$ cat config.mk
export PLATFORM = sky130hd
export DESIGN_NAME = spi_master_slave_compare
export DESIGN_NICKNAME = d
export VERILOG_FILES = /design/src/design/spi_port_pkg.sv /design/src/design/spi_master_slave_compare.sv
export VERILOG_INCLUDE_DIRS = /design/src /design/src/design
export SDC_FILE = /design/constraint.sdc
export NUM_CORES = 1
export LEC_CHECK = 0
export BUFFER_PORTS_ARGS = -buffer_cell sky130_fd_sc_hd__buf_2
export CAP_MARGIN = 20
export CORE_ASPECT_RATIO = 1.2
export CORE_MARGIN = 5
export CORE_UTILIZATION = 50
export CTS_BUF_LIST = sky130_fd_sc_hd__clkbuf_4 sky130_fd_sc_hd__clkbuf_8 sky130_fd_sc_hd__clkbuf_16
export CTS_CLUSTER_SIZE = 12
export DETAILED_ROUTE_END_ITERATION = 8
export PLACE_DENSITY = 0.66
export SLEW_MARGIN = 10
export SYNTH_ARGS = -nofsm -noshare
export SYNTH_HDL_FRONTEND = slang
export SYNTH_SLANG_ARGS = --single-unit
$ cat constraint.sdc
create_clock -name i_sys_clk -period 5.5 [get_ports i_sys_clk]
set_input_delay 0.275 -clock i_sys_clk [delete_from_list [all_inputs] [get_ports i_sys_clk]]
set_output_delay 0.275 -clock i_sys_clk [all_outputs]
set_load 0.01 [all_outputs]
$ cat src/design/spi_port_defines.svh
`ifndef SPI_PORT_DEFINES_SVH
`define SPI_PORT_DEFINES_SVH

// register offsets
`define SPI_OFF_DATA 8'h00
`define SPI_OFF_MATCH 8'h01
`define SPI_OFF_CTRL 8'h02

// control field positions
`define SPI_CTL_EN 0
`define SPI_CTL_DIV_LO 1
`define SPI_CTL_OVR 1
`define SPI_CTL_DIV_HI 2
`define SPI_CTL_DO_OFF 2
`define SPI_CTL_CMP_EN 3
`define SPI_CTL_RDY 4
`define SPI_CTL_FALL 5
`define SPI_CTL_TMR 6
`define SPI_CTL_MASTER 7

// reset values
`define SPI_CTL_RST 8'h00
`define SPI_MATCH_RST 8'h00

// timing counts: half periods of the divided clock minus one, then the last edge and last bit indices
`define SPI_HALF_DIV2 4'h0
`define SPI_HALF_DIV4 4'h1
`define SPI_HALF_DIV8 4'h3
`define SPI_HALF_DIV16 4'h7
`define SPI_EDGES_LAST 5'h0F
`define SPI_BIT_LAST 3'h7

`endif

$ cat src/design/spi_port_pkg.sv
package spi_port_pkg;

    // master transfer engine
    typedef enum logic {
        M_IDLE,
        M_RUN
    } master_state_t;

endpackage : spi_port_pkg

$ cat src/design/spi_master_slave_compare.sv
// Added by the designer: the plain strobed port.
`include "spi_port_defines.svh"
`timescale 1ns/10ps
`default_nettype none

module spi_master_slave_compare (
    // clock and reset
    input wire logic i_sys_clk,
    input wire logic i_rst_b,
    // register port
    input wire logic [7:0] i_addr,
    input wire logic [7:0] i_wdata,
    input wire logic i_wr,
    input wire logic i_rd,
    output logic [7:0] o_rdata,
    // timer source
    input wire logic i_first_timer_output_out,
    // serial pins
    input wire logic i_serial_in_pin,
    input wire logic i_slave_select_b,
    input wire logic i_serial_clock_pin,
    output logic o_serial_clock_pin,
    output logic o_serial_clock_oe,
    output logic o_serial_out_pin,
    output logic o_serial_out_oe,
    // events
    output logic o_interrupt_line_three,
    output logic o_stop_wake_signal,
    output logic o_byte_ready_flag
);

    // half period limit from the divisor field
    function automatic logic [3:0] half_limit(input logic [1:0] sel);
        case (sel)
            2'h0: half_limit = `SPI_HALF_DIV2;
            2'h1: half_limit = `SPI_HALF_DIV4;
            2'h2: half_limit = `SPI_HALF_DIV8;
            default: half_limit = `SPI_HALF_DIV16;
        endcase
    endfunction : half_limit

    // software state
    logic [7:0] ctl_q;
    logic [7:0] ctl_d;
    logic [7:0] match_q;
    logic [7:0] hold_q;
    logic rdy_q;
    logic [7:0] rdata_q;

    // shift registers
    logic [7:0] rx_q;
    logic [7:0] tx_q;
    logic [7:0] tx_d;
    logic [7:0] rx_d;

    // master engine
    spi_port_pkg::master_state_t mst_q;
    spi_port_pkg::master_state_t mst_d;
    logic [3:0] half_q;
    logic [4:0] edge_q;
    logic sck_q;
    logic tmr_prev_q;

    // master receive delay line
    // the data pin reaches the shifter through the three pin stages and the
    // agreement filter, so a sample strobe taken straight off the clock edge
    // would read a bit that is two or more edges old at the fast divisors
    logic smp_d1_q;
    logic smp_d2_q;
    logic smp_d3_q;
    logic smp_d4_q;
    logic last_d1_q;
    logic last_d2_q;
    logic last_d3_q;
    logic last_d4_q;

    // slave engine
    logic [2:0] bit_q;
    logic cmp_phase_q;
    logic ignore_q;
    logic irq_q;
    logic wake_q;

    // pin synchronisers: sck, select, data in
    logic [2:0] s1_q;
    logic [2:0] s2_q;
    logic [2:0] s3_q;
    logic [2:0] pin_q;
    logic [2:0] pin_d;
    logic sck_prev_q;
    logic ss_prev_q;

    // control field views
    wire en = ctl_q[`SPI_CTL_EN];
    wire master = ctl_q[`SPI_CTL_MASTER];
    wire fall_smp = ctl_q[`SPI_CTL_FALL];
    wire tmr_src = ctl_q[`SPI_CTL_TMR];
    wire cmp_en = ctl_q[`SPI_CTL_CMP_EN];
    wire do_off = ctl_q[`SPI_CTL_DO_OFF];

    // register decode
    wire wr_data = i_wr & (i_addr == `SPI_OFF_DATA);
    wire wr_match = i_wr & (i_addr == `SPI_OFF_MATCH);
    wire wr_ctl = i_wr & (i_addr == `SPI_OFF_CTRL);
    wire rd_data = i_rd & (i_addr == `SPI_OFF_DATA);

    // filtered pins; change accepted once stages two and three agree
    assign pin_d = (~(s2_q ^ s3_q) & s3_q) | ((s2_q ^ s3_q) & pin_q);
    wire sck_f = pin_q[0];
    wire ss_act = ~pin_q[1];
    wire sdi_f = pin_q[2];

    // master clock generation, divided clock or timer output
    wire div_tick = (half_q == half_limit(ctl_q[2:1]));
    wire tmr_tick = i_first_timer_output_out & ~tmr_prev_q;
    wire m_run = (mst_q == spi_port_pkg::M_RUN);
    wire m_tick = m_run & (tmr_src ? tmr_tick : div_tick);
    wire m_rise = m_tick & ~sck_q;
    wire m_fall = m_tick & sck_q;
    wire m_smp = fall_smp ? m_fall : m_rise;
    wire m_drv = m_tick & ~m_smp & (edge_q != 5'h00);
    wire m_last = m_tick & (edge_q == `SPI_EDGES_LAST);
    wire m_start = wr_data & en & master & ~m_run;

    // delayed strobes line up with the filtered data pin
    wire m_smp_late = smp_d4_q;
    wire m_last_late = last_d4_q;

    // slave edges come from the master's clock pin
    wire s_sel = en & ~master & ss_act;
    wire s_rise = s_sel & sck_f & ~sck_prev_q;
    wire s_fall = s_sel & ~sck_f & sck_prev_q;
    wire s_smp = fall_smp ? s_fall : s_rise;
    wire s_drv = (fall_smp ? s_rise : s_fall) & (bit_q != 3'h0);
    wire s_live = s_smp & ~ignore_q;
    wire s_byte = s_live & (bit_q == `SPI_BIT_LAST);
    wire ss_begin = en & ~master & ss_act & ss_prev_q;

    // receive and compare outcome
    assign rx_d = (m_smp_late | s_live) ? {rx_q[6:0], sdi_f} : rx_q;
    wire cmp_done = s_byte & cmp_phase_q;
    wire cmp_hit = cmp_done & (rx_d == match_q);
    wire hold_ld = m_last_late | (s_byte & ~cmp_phase_q);
    wire ovr_set = s_byte & ~cmp_phase_q & rdy_q;

    // transmit: load on write, shift on drive edges
    always_comb begin
        tx_d = tx_q;
        if (wr_data & ~m_run) begin
            tx_d = i_wdata;
        end else if (m_drv | (s_drv & ~ignore_q)) begin
            tx_d = {tx_q[6:0], 1'b0};
        end
    end

    // master state sequencing
    always_comb begin
        mst_d = mst_q;
        case (mst_q)
            spi_port_pkg::M_IDLE: begin
                if (m_start) begin
                    mst_d = spi_port_pkg::M_RUN;
                end
            end
            spi_port_pkg::M_RUN: begin
                if (m_last | ~en | ~master) begin
                    mst_d = spi_port_pkg::M_IDLE;
                end
            end
            default: mst_d = spi_port_pkg::M_IDLE;
        endcase
    end

    // control write; overrun bit in slave mode only clears from software
    always_comb begin
        ctl_d = ctl_q;
        if (wr_ctl) begin
            ctl_d = i_wdata;
            ctl_d[`SPI_CTL_RDY] = 1'b0;
            if (~master) begin
                ctl_d[`SPI_CTL_OVR] = i_wdata[`SPI_CTL_OVR] & ctl_q[`SPI_CTL_OVR];
            end
        end
        if (ovr_set) begin
            ctl_d[`SPI_CTL_OVR] = 1'b1;
        end
    end

    // registers and read port
    always_ff @(posedge i_sys_clk or negedge i_rst_b) begin
        if (!i_rst_b) begin
            ctl_q <= `SPI_CTL_RST;
            match_q <= `SPI_MATCH_RST;
            hold_q <= 8'h00;
            rdy_q <= 1'b0;
            rdata_q <= 8'h00;
        end else begin
            ctl_q <= ctl_d;
            if (wr_match) begin
                match_q <= i_wdata;
            end
            if (hold_ld) begin
                hold_q <= rx_d;
            end
            // a new byte beats the clearing read
            rdy_q <= hold_ld | (rdy_q & ~rd_data);
            if (i_rd) begin
                case (i_addr)
                    `SPI_OFF_DATA: rdata_q <= hold_q;
                    `SPI_OFF_MATCH: rdata_q <= match_q;
                    `SPI_OFF_CTRL: rdata_q <= {ctl_q[7:5], rdy_q, ctl_q[3:0]};
                    default: rdata_q <= 8'h00;
                endcase
            end else begin
                rdata_q <= 8'h00;
            end
        end
    end

    // pin synchronisers
    always_ff @(posedge i_sys_clk or negedge i_rst_b) begin
        if (!i_rst_b) begin
            s1_q <= 3'h2;
            s2_q <= 3'h2;
            s3_q <= 3'h2;
            pin_q <= 3'h2;
            sck_prev_q <= 1'b0;
            ss_prev_q <= 1'b1;
            tmr_prev_q <= 1'b0;
        end else begin
            s1_q <= {i_serial_in_pin, i_slave_select_b, i_serial_clock_pin};
            s2_q <= s1_q;
            s3_q <= s2_q;
            pin_q <= pin_d;
            sck_prev_q <= pin_q[0];
            ss_prev_q <= pin_q[1];
            tmr_prev_q <= i_first_timer_output_out;
        end
    end

    // master engine; clock idles low between transfers
    always_ff @(posedge i_sys_clk or negedge i_rst_b) begin
        if (!i_rst_b) begin
            mst_q <= spi_port_pkg::M_IDLE;
            half_q <= 4'h0;
            edge_q <= 5'h00;
            sck_q <= 1'b0;
        end else begin
            mst_q <= mst_d;
            if (~m_run | m_start) begin
                half_q <= 4'h0;
                edge_q <= 5'h00;
                sck_q <= 1'b0;
            end else begin
                half_q <= div_tick ? 4'h0 : half_q + 4'h1;
                if (m_tick) begin
                    sck_q <= ~sck_q;
                    edge_q <= edge_q + 5'h01;
                end
            end
        end
    end

    // master sample delay, four stages to match pin stages plus filter
    // trade-off: the flag comes four cycles later, but every divisor reads cleanly
    // limitation: a new transfer must wait for the flag, as the tail still shifts
    always_ff @(posedge i_sys_clk or negedge i_rst_b) begin
        if (!i_rst_b) begin
            smp_d1_q <= 1'b0;
            smp_d2_q <= 1'b0;
            smp_d3_q <= 1'b0;
            smp_d4_q <= 1'b0;
            last_d1_q <= 1'b0;
            last_d2_q <= 1'b0;
            last_d3_q <= 1'b0;
            last_d4_q <= 1'b0;
        end else if (~en) begin
            // disabling drops a half-received byte
            smp_d1_q <= 1'b0;
            smp_d2_q <= 1'b0;
            smp_d3_q <= 1'b0;
            smp_d4_q <= 1'b0;
            last_d1_q <= 1'b0;
            last_d2_q <= 1'b0;
            last_d3_q <= 1'b0;
            last_d4_q <= 1'b0;
        end else begin
            smp_d1_q <= m_smp;
            smp_d2_q <= smp_d1_q;
            smp_d3_q <= smp_d2_q;
            smp_d4_q <= smp_d3_q;
            last_d1_q <= m_last;
            last_d2_q <= last_d1_q;
            last_d3_q <= last_d2_q;
            last_d4_q <= last_d3_q;
        end
    end

    // slave framing, compare and ignore state
    always_ff @(posedge i_sys_clk or negedge i_rst_b) begin
        if (!i_rst_b) begin
            bit_q <= 3'h0;
            cmp_phase_q <= 1'b0;
            ignore_q <= 1'b0;
        end else if (~s_sel) begin
            bit_q <= 3'h0;
            cmp_phase_q <= 1'b0;
            ignore_q <= 1'b0;
        end else begin
            if (s_live) begin
                bit_q <= bit_q + 3'h1;
            end
            if (ss_begin) begin
                cmp_phase_q <= cmp_en;
            end else if (cmp_done) begin
                cmp_phase_q <= 1'b0;
            end
            if (cmp_done & ~cmp_hit) begin
                ignore_q <= 1'b1;
            end
        end
    end

    // shift data and event pulses
    always_ff @(posedge i_sys_clk or negedge i_rst_b) begin
        if (!i_rst_b) begin
            rx_q <= 8'h00;
            tx_q <= 8'h00;
            irq_q <= 1'b0;
            wake_q <= 1'b0;
        end else begin
            rx_q <= rx_d;
            tx_q <= tx_d;
            irq_q <= hold_ld;
            wake_q <= cmp_hit;
        end
    end

    // pin drive; data-out stays silent during compare and after mismatch
    wire s_do_on = ss_act & ~do_off & ~cmp_phase_q & ~ignore_q;
    assign o_serial_out_oe = en & (master | s_do_on);
    assign o_serial_out_pin = tx_q[7];
    assign o_serial_clock_pin = sck_q;
    assign o_serial_clock_oe = en & master;
    assign o_rdata = rdata_q;
    assign o_interrupt_line_three = irq_q;
    assign o_stop_wake_signal = wake_q;
    assign o_byte_ready_flag = rdy_q;

endmodule : spi_master_slave_compare

`default_nettype wire

==> results of run 1 <==
[where the power goes]
part           total [uW]  internal, uW  switching (uW)
sequential            698           673            25.4
clock                 501           284             217
combinational        93.0          39.0            53.9
[flip-flops by register name (all words and copies together), names as in the netlist, 3 cells and up, named ones only]
| register | cells |
|---|---|
| tx_q | 8 |
| o_rdata | 8 |
| match_q | 8 |
| hold_q | 8 |
| s2_q | 3 |
| bit_q | 3 |
| edge_q | 5 |
| s1_q | 3 |
| rx_q | 8 |
| half_q | 4 |
| ctl_q | 7 |
| s3_q | 3 |
[cell families (layout without fill, tap and decap cells)]
logic type | Yosys count | after routing | synth area share
flip-flops | 89 | 89 | 0.521
AND/OR/NAND/NOR | 151 | 151 | 0.174
adder cells (fa/ha/maj) | 10 | 10 | 0.0275
AO/OA/AOI/OAI | 76 | 76 | 0.122
buffers and inverters | 42 | 81 | 0.0453
multiplexers | 33 | 33 | 0.0853
XOR/XNOR | 12 | 12 | 0.0245
[through the flow]
step / utilization / instances
3_3_place_gp: 0.535 / 551
2_1_floorplan: - / 413
5_1_grt: 0.565 / 569
6_report: 0.565 / 569
3_5_place_dp: 0.535 / 551
4_1_cts: 0.563 / 568
[area by class of cell]
cell class / count / area share
Sequential cell: 89 / 0.467
Multi-Input combinational cell: 282 / 0.388
Timing Repair Buffer: 43 / 0.0499
Clock buffer: 13 / 0.0335
Tap cell: 117 / 0.0306
Inverter: 22 / 0.0173
Clock inverter: 3 / 0.0141
[how the worst max path moves through the flow]
stage | startpoint | to
floorplan | ctl_q[7] | hold_q[4]
global placement | ctl_q[0] | ignore_q
detailed placement | ctl_q[0] | ignore_q
CTS | ctl_q[0] | ignore_q
global route | ctl_q[0] | o_stop_wake_signal
finish | ctl_q[0] | ignore_q
[cells in the mapped netlist (all sizes together), types with 4 or more instances]
master / number
xor2: 8
ha: 7
o22ai: 6
nor2b: 4
buf: 9
a31oi: 5
a21o: 4
a221oi: 6
dfrtp: 84
nor2: 29
nand3b: 4
inv: 21
o21ai: 20
o31ai: 4
mux2: 22
nand2b: 6
clkbuf: 11
nor3: 5
a21oi: 16
nand3: 6
dfstp: 5
xnor2: 4
and2: 11
mux2i: 11
nand2: 61
and3: 5
[layer usage]
metal | part of all wire | track usage | up-vias
met5 | 0 | 0 | -
met3 | 0.049 | 0.0351 | 23
met4 | 0.028 | 0.0818 | 0
met2 | 0.49 | 0.319 | 104
met1 | 0.43 | 0.259 | 1554
li1 | - | - | 1499
[worst register-to-register path: stages (launching register included)]
cell and delay, ns:
dfrtp_1 0.59, nor4b_1 0.81, nor3_1 0.11, o21a_1 0.21, a2111oi_0 0.36, and3_1 0.27, o21ai_1 0.08
==> impl_results.md, run 1 <==
* Result of the run: complete, but fails checks
* Violations in the final reports: hold timing
* Worst Slack Setup Final at 2.96 ns
* Final sum of negative setup slack at 0 ns
* Number of library cell types mapped by synthesis at 62
* CTS clock-pin slew for the worst setup and hold paths at 0.08 ns
* Final worst path period need at 2.54 ns
* Worst-case reg-to-reg path depth at 6
* Synth area leaders: dfrtp_1, nand2_1, mux2_2, dfstp_2, mux2i_1
* RD Place Congestion at 0.917
* Startpoint of the most critical register-to-register path: ctl_q[0]
* Largest stage delay, worst path at 0.81 ns
* Fill count at 755
* F_max at 394 MHz
* Count of boundary I/O pins at 39
* Worst Path Max Fanout at 16
* Sequential-to-total area share from yosys stat at 0.521
* WP data required at 5.75 ns
* Crit end category: flop
* Power per cell area at 270 nW/um^2
* Leakage power at 0.00232 uW
* Logic depth of the worst setup path including buffers at 6
* Kind of critical path: reg -> reg
* Buffer depth of the longest clock path at 2
* Post-synthesis register bit count at 89
* Worst slack on hold paths at -0.0672 ns
* Count of nets left with antenna violations after detail routing at 0
* CTS sink cnt at 89
* Yosys top cell by area: dfrtp_1
* Sort of element at the start of the critical path: flop
* Floorplan row count at 37
* Category of cells accounting for the largest share of critical-path delay: simple AND/OR/NAND/NOR gates
* DIE AREA at 10,500 um^2
* Initial antenna violation count at 0
* Routed WL per cell at 16.8 um
* Clock latency on the worst-skew pair at 0.36 ns
* Largest vdd supply drop at 0.206 mV
* Area of combinational cells with multiple inputs at 1860 um^2
* Total standard cell area after synthesis at 4280 um^2
* Total global routing overflow at 0
* Share of async-settable or async-resettable flops after synthesis at 1.00
* Starting utilization of the core area at 0.506
* Avg Synthesized Cell Area at 10.4 um^2
* Standard cell area after detailed placement at 4530 um^2
* Routed WL at 9.54 mm
* Most used flip-flop cell after synthesis: dfrtp_1
* Transition time at the pin with the least slew margin at 0.928 ns
* Detailed-routing iteration count for the pre-antenna-repair pass at 5
* Synthesized instance count at 413
* Number of nets produced by synthesis at 444
* Total setup buffers inserted after CTS at 0
* Register area at 2230 um^2
* Share of layout cells above drive strength 1 at 0.206
* Total track usage at 0.197
* Num CTS Buffers at 9
* Critical-path cell with the highest stage delay: nor4b_1
* Number of I/O port buffers at 38
* Capturing point of the worst reg2reg path: ignore_q
* RSZ-0062 raised after global routing: no
* CTS H-tree lvls at 3
* Max-slew headroom at the worst pin at 0.373
* Worst setup slack for register-to-register paths at 2.96 ns
* Critical path buffers and inverters at 0
* MaxCap Viol Count at 0
* CTS resizes at 0
* Area growth syn-to-layout at 11.7%
* Most common cell after layout, fill and taps aside: dfrtp_1
* CP Data Arrival Time at 2.78 ns
* Final number of hold-violating endpoints at 37
* Area share of the largest cell type after synthesis at 0.491
* Most frequent cells in the layout: dfrtp_1, nand2_1, buf_2
* Setup slack at placement at 3.04 ns
* Initial detailed-routing violation count at 281
* Y dimension of the die at 111 um
* Setup Viol. Count Final at 0
* Clock Root Buffer: clkbuf_8
* CTS tree: yes
* Yosys Warn Count at 0
* Count of pins over their slew limit at 0
* Area of the core at 8470 um^2
* Number of buffers added to fix hold violations after cts at 1
* Number of nets in the finished design at 478
* Final worst path period share at 0.462
* Number of vias per cell at 5.59
* Count of unresolved DRC violations after routing at 0
* Diode insertion count for antenna repair at 0
* Via count of the first global-routing pass at 3,201
* Global-route wire length before repair at 16.1 mm
* Final setup skew at 0.0118 ns
* Cell area after layout at 4790 um^2
* Largest net degree at the start of global routing at 90
* Total power at 1290 uW
* Via count of the routed design at 3,180
* Path class of the lowest-slack min-delay path: in -> async
* Post-synth EDFFs at 0
* Horizontal die dimension at 94.5 um
* Cell chain of the critical path: nor4b_1 -> nor3_1 -> o21a_1 -> a2111oi_0 -> and3_1 -> o21ai_1
* Sum of net half-perimeters after detailed placement at 6.89 mm
Power figures use the tool's default switching activity.
==> inputs of run 2 (changes only) <==
==> constraint.sdc (replaced) <==
create_clock -name i_sys_clk -period 2.6 [get_ports i_sys_clk]
set_input_delay 0.13 -clock i_sys_clk [delete_from_list [all_inputs] [get_ports i_sys_clk]]
set_output_delay 0.13 -clock i_sys_clk [all_outputs]
set_load 0.01 [all_outputs]
==> run 2 against run 1 <==
The run now ends clean. Sequential share of layout area fell by 0.69 points. First-iteration DRC count is 20% lower. Via count rose by 0.31%. Sequential cell count unchanged. Largest cell class unchanged. Highest routed layer unchanged.
==> impl_results.md, run 2 (synthesized netlist as in run 1, its figures left out) <==
* Clock latency on the worst-skew pair at 0.36 ns
* MaxCap Viol Count at 0
* Capturing point of the worst reg2reg path: hold_q[6]
* HP Start: i_wdata[3]
* Transition time at the pin with the least slew margin at 0.823 ns
* Number of buffers added to fix hold violations after cts at 7
* Largest net degree at the start of global routing at 46
* Most common cell after layout, fill and taps aside: dfrtp_1
* Via count of the routed design at 3,190
* Highest metal layer with signal wires: met4
* Final sum of negative setup slack at 0 ns
* Hold Path Depth at 3
* Num CTS Buffers at 9
* CTS resizes at 0
* Diode insertion count for antenna repair at 0
* CTS sink cnt at 89
* Count of pins over their slew limit at 0
* Floorplan row count at 37
* Share of layout cells above drive strength 1 at 0.217
* Most frequent cells in the layout: dfrtp_1, nand2_1, buf_2
* Number of cells after detailed placement at 560
* Sum of net half-perimeters after detailed placement at 7.44 mm
* Crit end category: flop
* Non-filler instance count after layout at 582
* Sort of element at the start of the critical path: flop
* Largest vdd supply drop at 0.305 mV
* Number of vias per cell at 5.48
* Initial antenna violation count at 0
* Y dimension of the die at 111 um
* CTS tree: yes
* Worst-case reg-to-reg path depth at 6
* Leakage power at 0.00237 uW
* Area growth syn-to-layout at 13.4%
* Detailed-routed wire length on met3 at 267 um
* Number of nets in the finished design at 492
* WP data required at 2.85 ns
* Buffer depth of the longest clock path at 2
* Count of unresolved DRC violations after routing at 0
* RD Place Congestion at 0.866
* Path class of the lowest-slack min-delay path: in -> reg
* Worst Path Max Fanout at 11
* Detailed-routing iteration count for the pre-antenna-repair pass at 4
* CP Data Arrival Time at 2.62 ns
* CTS clock-pin slew for the worst setup and hold paths at 0.08 ns
* RSZ-0062 raised after global routing: no
* Routed WL per cell at 17.3 um
* Worst setup slack for register-to-register paths at 0.23 ns
* Kind of critical path: reg -> reg
* Startpoint of the most critical register-to-register path: ctl_q[7]
* Power per cell area at 530 nW/um^2
* F_max at 421 MHz
* Register area at 2230 um^2
* Total track usage at 0.211
* Detailed-routing wirelength on met1 at 4.35 mm
* Min-Delay Endpoint: ctl_q[3]
* Clock Root Buffer: clkbuf_8
* DIE AREA at 10,500 um^2
* Setup Viol. Count Final at 0
* Area of combinational cells with multiple inputs at 1860 um^2
* Fill count at 757
* Max-slew headroom at the worst pin at 0.449
* Area of the core at 8470 um^2
* CTS H-tree lvls at 3
* Starting utilization of the core area at 0.506
* Result of the run: finished, final reports clean
* Final worst path period need at 2.37 ns
* Via count of the first global-routing pass at 3,275
* Total setup buffers inserted after CTS at 0
* Final worst path period share at 0.913
* Number of I/O port buffers at 38
* Final setup skew at 0.00551 ns
* Total power at 2570 uW
* Final number of hold-violating endpoints at 0
* Count of nets left with antenna violations after detail routing at 0
* Routed WL at 10.1 mm
* Met2 routed WL at 5.18 mm
* Global-route wire length before repair at 16.9 mm
* Horizontal die dimension at 94.5 um
* Count of boundary I/O pins at 39
* Total global routing overflow at 0
* Initial detailed-routing violation count at 226
* Layout Utilization at 0.573
[run 2: report_power, final]
group	switching [uW]	total, uW	leakage, uW	internal (uW)
Clock	448	878	0.0000949	430
Combinational	132	227	0.00111	94.8
Sequential	45.5	1470	0.00116	1420
[run 2: final cells by class]
cell class | count | share of cell area
clock buffers | 13 | 0.0355
inverters | 22 | 0.0170
well taps | 117 | 0.0301
flip-flops and latches | 89 | 0.460
clock inverters | 2 | 0.00258
multi-input cells | 282 | 0.382
repair buffers | 57 | 0.0726
[run 2: worst max-delay path: stages (launching register included)]
cell     delay (ns)
dfrtp_1        0.50
or4b_4         0.68
a21oi_4        0.28
nand2_1        0.11
nor2_1         0.15
nor2_1         0.21
mux2_2         0.33
[run 2: how the worst max path moves through the flow]
stage,startpoint,to,slack [ns],cells past startpoint
global route,ctl_q[7],hold_q[3],0.10,6
finish,ctl_q[7],hold_q[6],0.23,6
detailed placement,ctl_q[7],hold_q[2],0.25,6
global placement,ctl_q[7],hold_q[4],0.32,6
floorplan,ctl_q[7],hold_q[4],0.48,7
CTS,ctl_q[7],hold_q[2],0.23,6
[run 2: metrics by stage]
stage | area [um^2] | hold WS (ns) | setup WS [ns]
6_report | 4860 | 0.0171 | 0.225
5_1_grt | 4860 | 0.0196 | 0.104
4_1_cts | 4860 | 0.000722 | 0.232
3_5_place_dp | 4600 | 0.177 | 0.251
3_3_place_gp | 4600 | 0.170 | 0.317
2_1_floorplan | 4280 | -0.166 | 0.479
[run 2: layer usage]
layer | vias to the layer above | global-route usage
li1 | 1533 | -
met1 | 1568 | 0.270
met2 | 65 | 0.348
met3 | 24 | 0.0331
met4 | 0 | 0.100
met5 | - | 0
==> inputs of run 3 (changes only) <==
--- a/config.mk
+++ b/config.mk
@@ -9,7 +9,7 @@
 export BUFFER_PORTS_ARGS = -buffer_cell sky130_fd_sc_hd__buf_2
 export CAP_MARGIN = 20
 export CORE_ASPECT_RATIO = 1.2
-export CORE_MARGIN = 5
+export CORE_MARGIN = 1.5
 export CORE_UTILIZATION = 50
 export CTS_BUF_LIST = sky130_fd_sc_hd__clkbuf_4 sky130_fd_sc_hd__clkbuf_8 sky130_fd_sc_hd__clkbuf_16
 export CTS_CLUSTER_SIZE = 12
==> run 3 against run 2 <==
Non-clock buffer count is 2 lower. Sequential power barely moved. Sequential cell count unchanged. Critical path type unchanged. Critical path depth is the same. Maximum frequency grew 1.3%. Highest routed layer unchanged.
==> impl_results.md, run 3 (synthesized netlist as in run 1, its figures left out) <==
* CTS clock-pin slew for the worst setup and hold paths at 0.09 ns
* Int Pwr at 1910 uW
* Result of the run: finished, final reports clean
* Largest net degree at the start of global routing at 51
* Sw Share at 0.253
* CTS sink cnt at 89
* Max-slew headroom at the worst pin at 0.456
* F_max at 427 MHz
* DIE AREA at 9140 um^2
* Net switching component of the power at 647 uW
* Cell chain of the critical path: or4b_4 -> a21oi_4 -> nand2_1 -> nor2_1 -> nor2_1 -> mux2_2
* Fill count at 719
* Kind of critical path: reg -> reg
* Sequential share of power at 0.575
* Sort of element at the start of the critical path: flop
* CP Data Arrival Time at 2.59 ns
* Worst Slack Setup Final at 0.257 ns
* Cell repeated most along the worst path: nor2_1
* Routed WL at 9.89 mm
* Most frequent cells in the layout: dfrtp_1, nand2_1, buf_2
* Final sum of negative setup slack at 0 ns
* Floorplan row count at 36
* Register area at 2230 um^2
* Count of unresolved DRC violations after routing at 0
* Total track usage at 0.235
* Count of boundary I/O pins at 39
* Count of pins over their slew limit at 0
* Initial antenna violation count at 0
* Worst slack on hold paths at 0.0144 ns
* Detailed-routing iteration count for the pre-antenna-repair pass at 4
* Cell area after layout at 4850 um^2
* MaxCap Viol Count at 0
* Largest stage delay, worst path at 0.67 ns
* CTS resizes at 0
* Critical-path cell with the highest stage delay: or4b_4
* Initial detailed-routing violation count at 171
* Routed WL per cell at 17.1 um
* Buffer depth of the longest clock path at 2
* Number of I/O port buffers at 38
* Most common cell after layout, fill and taps aside: dfrtp_1
* Number of vias per cell at 5.49
* Part of the power in combinational logic at 0.086
* Area of combinational cells with multiple inputs at 1860 um^2
* Area of the core at 8200 um^2
* Global-route wire length before repair at 16.3 mm
* Setup Viol. Count Final at 0
* Clock latency on the worst-skew pair at 0.36 ns
* Setup slack at placement at 0.282 ns
* Sum of net half-perimeters after detailed placement at 7.18 mm
* Power per cell area at 528 nW/um^2
* Area growth syn-to-layout at 13.1%
* Final setup skew at 0.0104 ns
* Largest vdd supply drop at 0.482 mV
* CTS H-tree lvls at 3
* Final worst path period share at 0.901
* Final worst path period need at 2.34 ns
* Non-filler instance count after layout at 578
* Crit end category: flop
* Diode insertion count for antenna repair at 0
* Via count of the routed design at 3,176
* Starting utilization of the core area at 0.523
* Y dimension of the die at 104 um
* Num CTS Buffers at 9
* RD Place Congestion at 0.879
* Via count of the first global-routing pass at 3,227
* Transition time at the pin with the least slew margin at 0.812 ns
* RSZ-0062 raised after global routing: no
* Number of cells after detailed placement at 555
* Total global routing overflow at 0
* Horizontal die dimension at 87.5 um
* Fraction of power consumed by the clock network at 0.339
* Leakage power at 0.00235 uW
* Standard cell area after detailed placement at 4600 um^2
* Clock Root Buffer: clkbuf_8
* Path class of the lowest-slack min-delay path: in -> reg
* Worst Path Max Fanout at 11
* Number of nets in the finished design at 490
* Final number of hold-violating endpoints at 0
* WP data required at 2.84 ns
* Count of nets left with antenna violations after detail routing at 0
* Share of layout cells above drive strength 1 at 0.216
* CTS tree: yes
-- run 3: layout make-up --
class	count	share of cell area
timing repair buffer	55	0.0723
clock inverter	4	0.00594
sequential	89	0.461
tap	114	0.0294
clock buffer	12	0.0315
inverter	22	0.0170
multi-input combinational	282	0.383
-- run 3: path summary, 6_finish.rpt --
kind / slack (ns) / cells after the start / from / end
setup / recovery: 0.26 / 6 / ctl_q[7] / hold_q[3]
hold / removal: 0.01 / 3 / i_wdata[2] / ctl_q[2]
setup reg to reg: 0.26 / 6 / ctl_q[7] / hold_q[3]
hold reg to reg: 0.35 / 0 / s1_q[0] / s2_q[0]
max in group asynchronous: 1.55 / 3 / i_rst_b / ss_prev_q
min in group asynchronous: 0.34 / 2 / i_rst_b / s2_q[2]
-- run 3: critical path: cells and delay by family (launching register included) --
kind	cells	cell delay, ns
and+or+nand+nor	4	1.13
DFF	1	0.49
muxes	1	0.33
AOI/OAI and AO/OA	1	0.28
-- run 3: power groups by stage --
stage                     combinational (uW)  sequential (uW)  clock [uW]
after floorplan                          129             1480           0
after global placement                   210             1500           0
final                                    220             1470         868
after detailed placement                 213             1500           0
after global routing                     248             1480         947
after CTS                                222             1470         890
-- run 3: routing by layer --
layer  GRT usage  routed length (um)  vias to the layer above
met1       0.303                4410                     1552
met2       0.371                4910                       81
met5           0                   0                        -
li1            -                   -                     1526
met3      0.0484                 346                       17
met4       0.115                 228                        0
-- run 3: metrics by stage --
stage / util / power [uW]
floorplan: - / 1610
global placement: 0.561 / 1710
detailed placement: 0.561 / 1710
CTS: 0.591 / 2580
global route: 0.591 / 2670
finish: 0.591 / 2560
-- run 3: what timing repair did --
item	CTS	global route
hold endpoints to repair	53	0
hold buffers	7	0
setup buffers	0	0
setup endpoints to repair	0	0
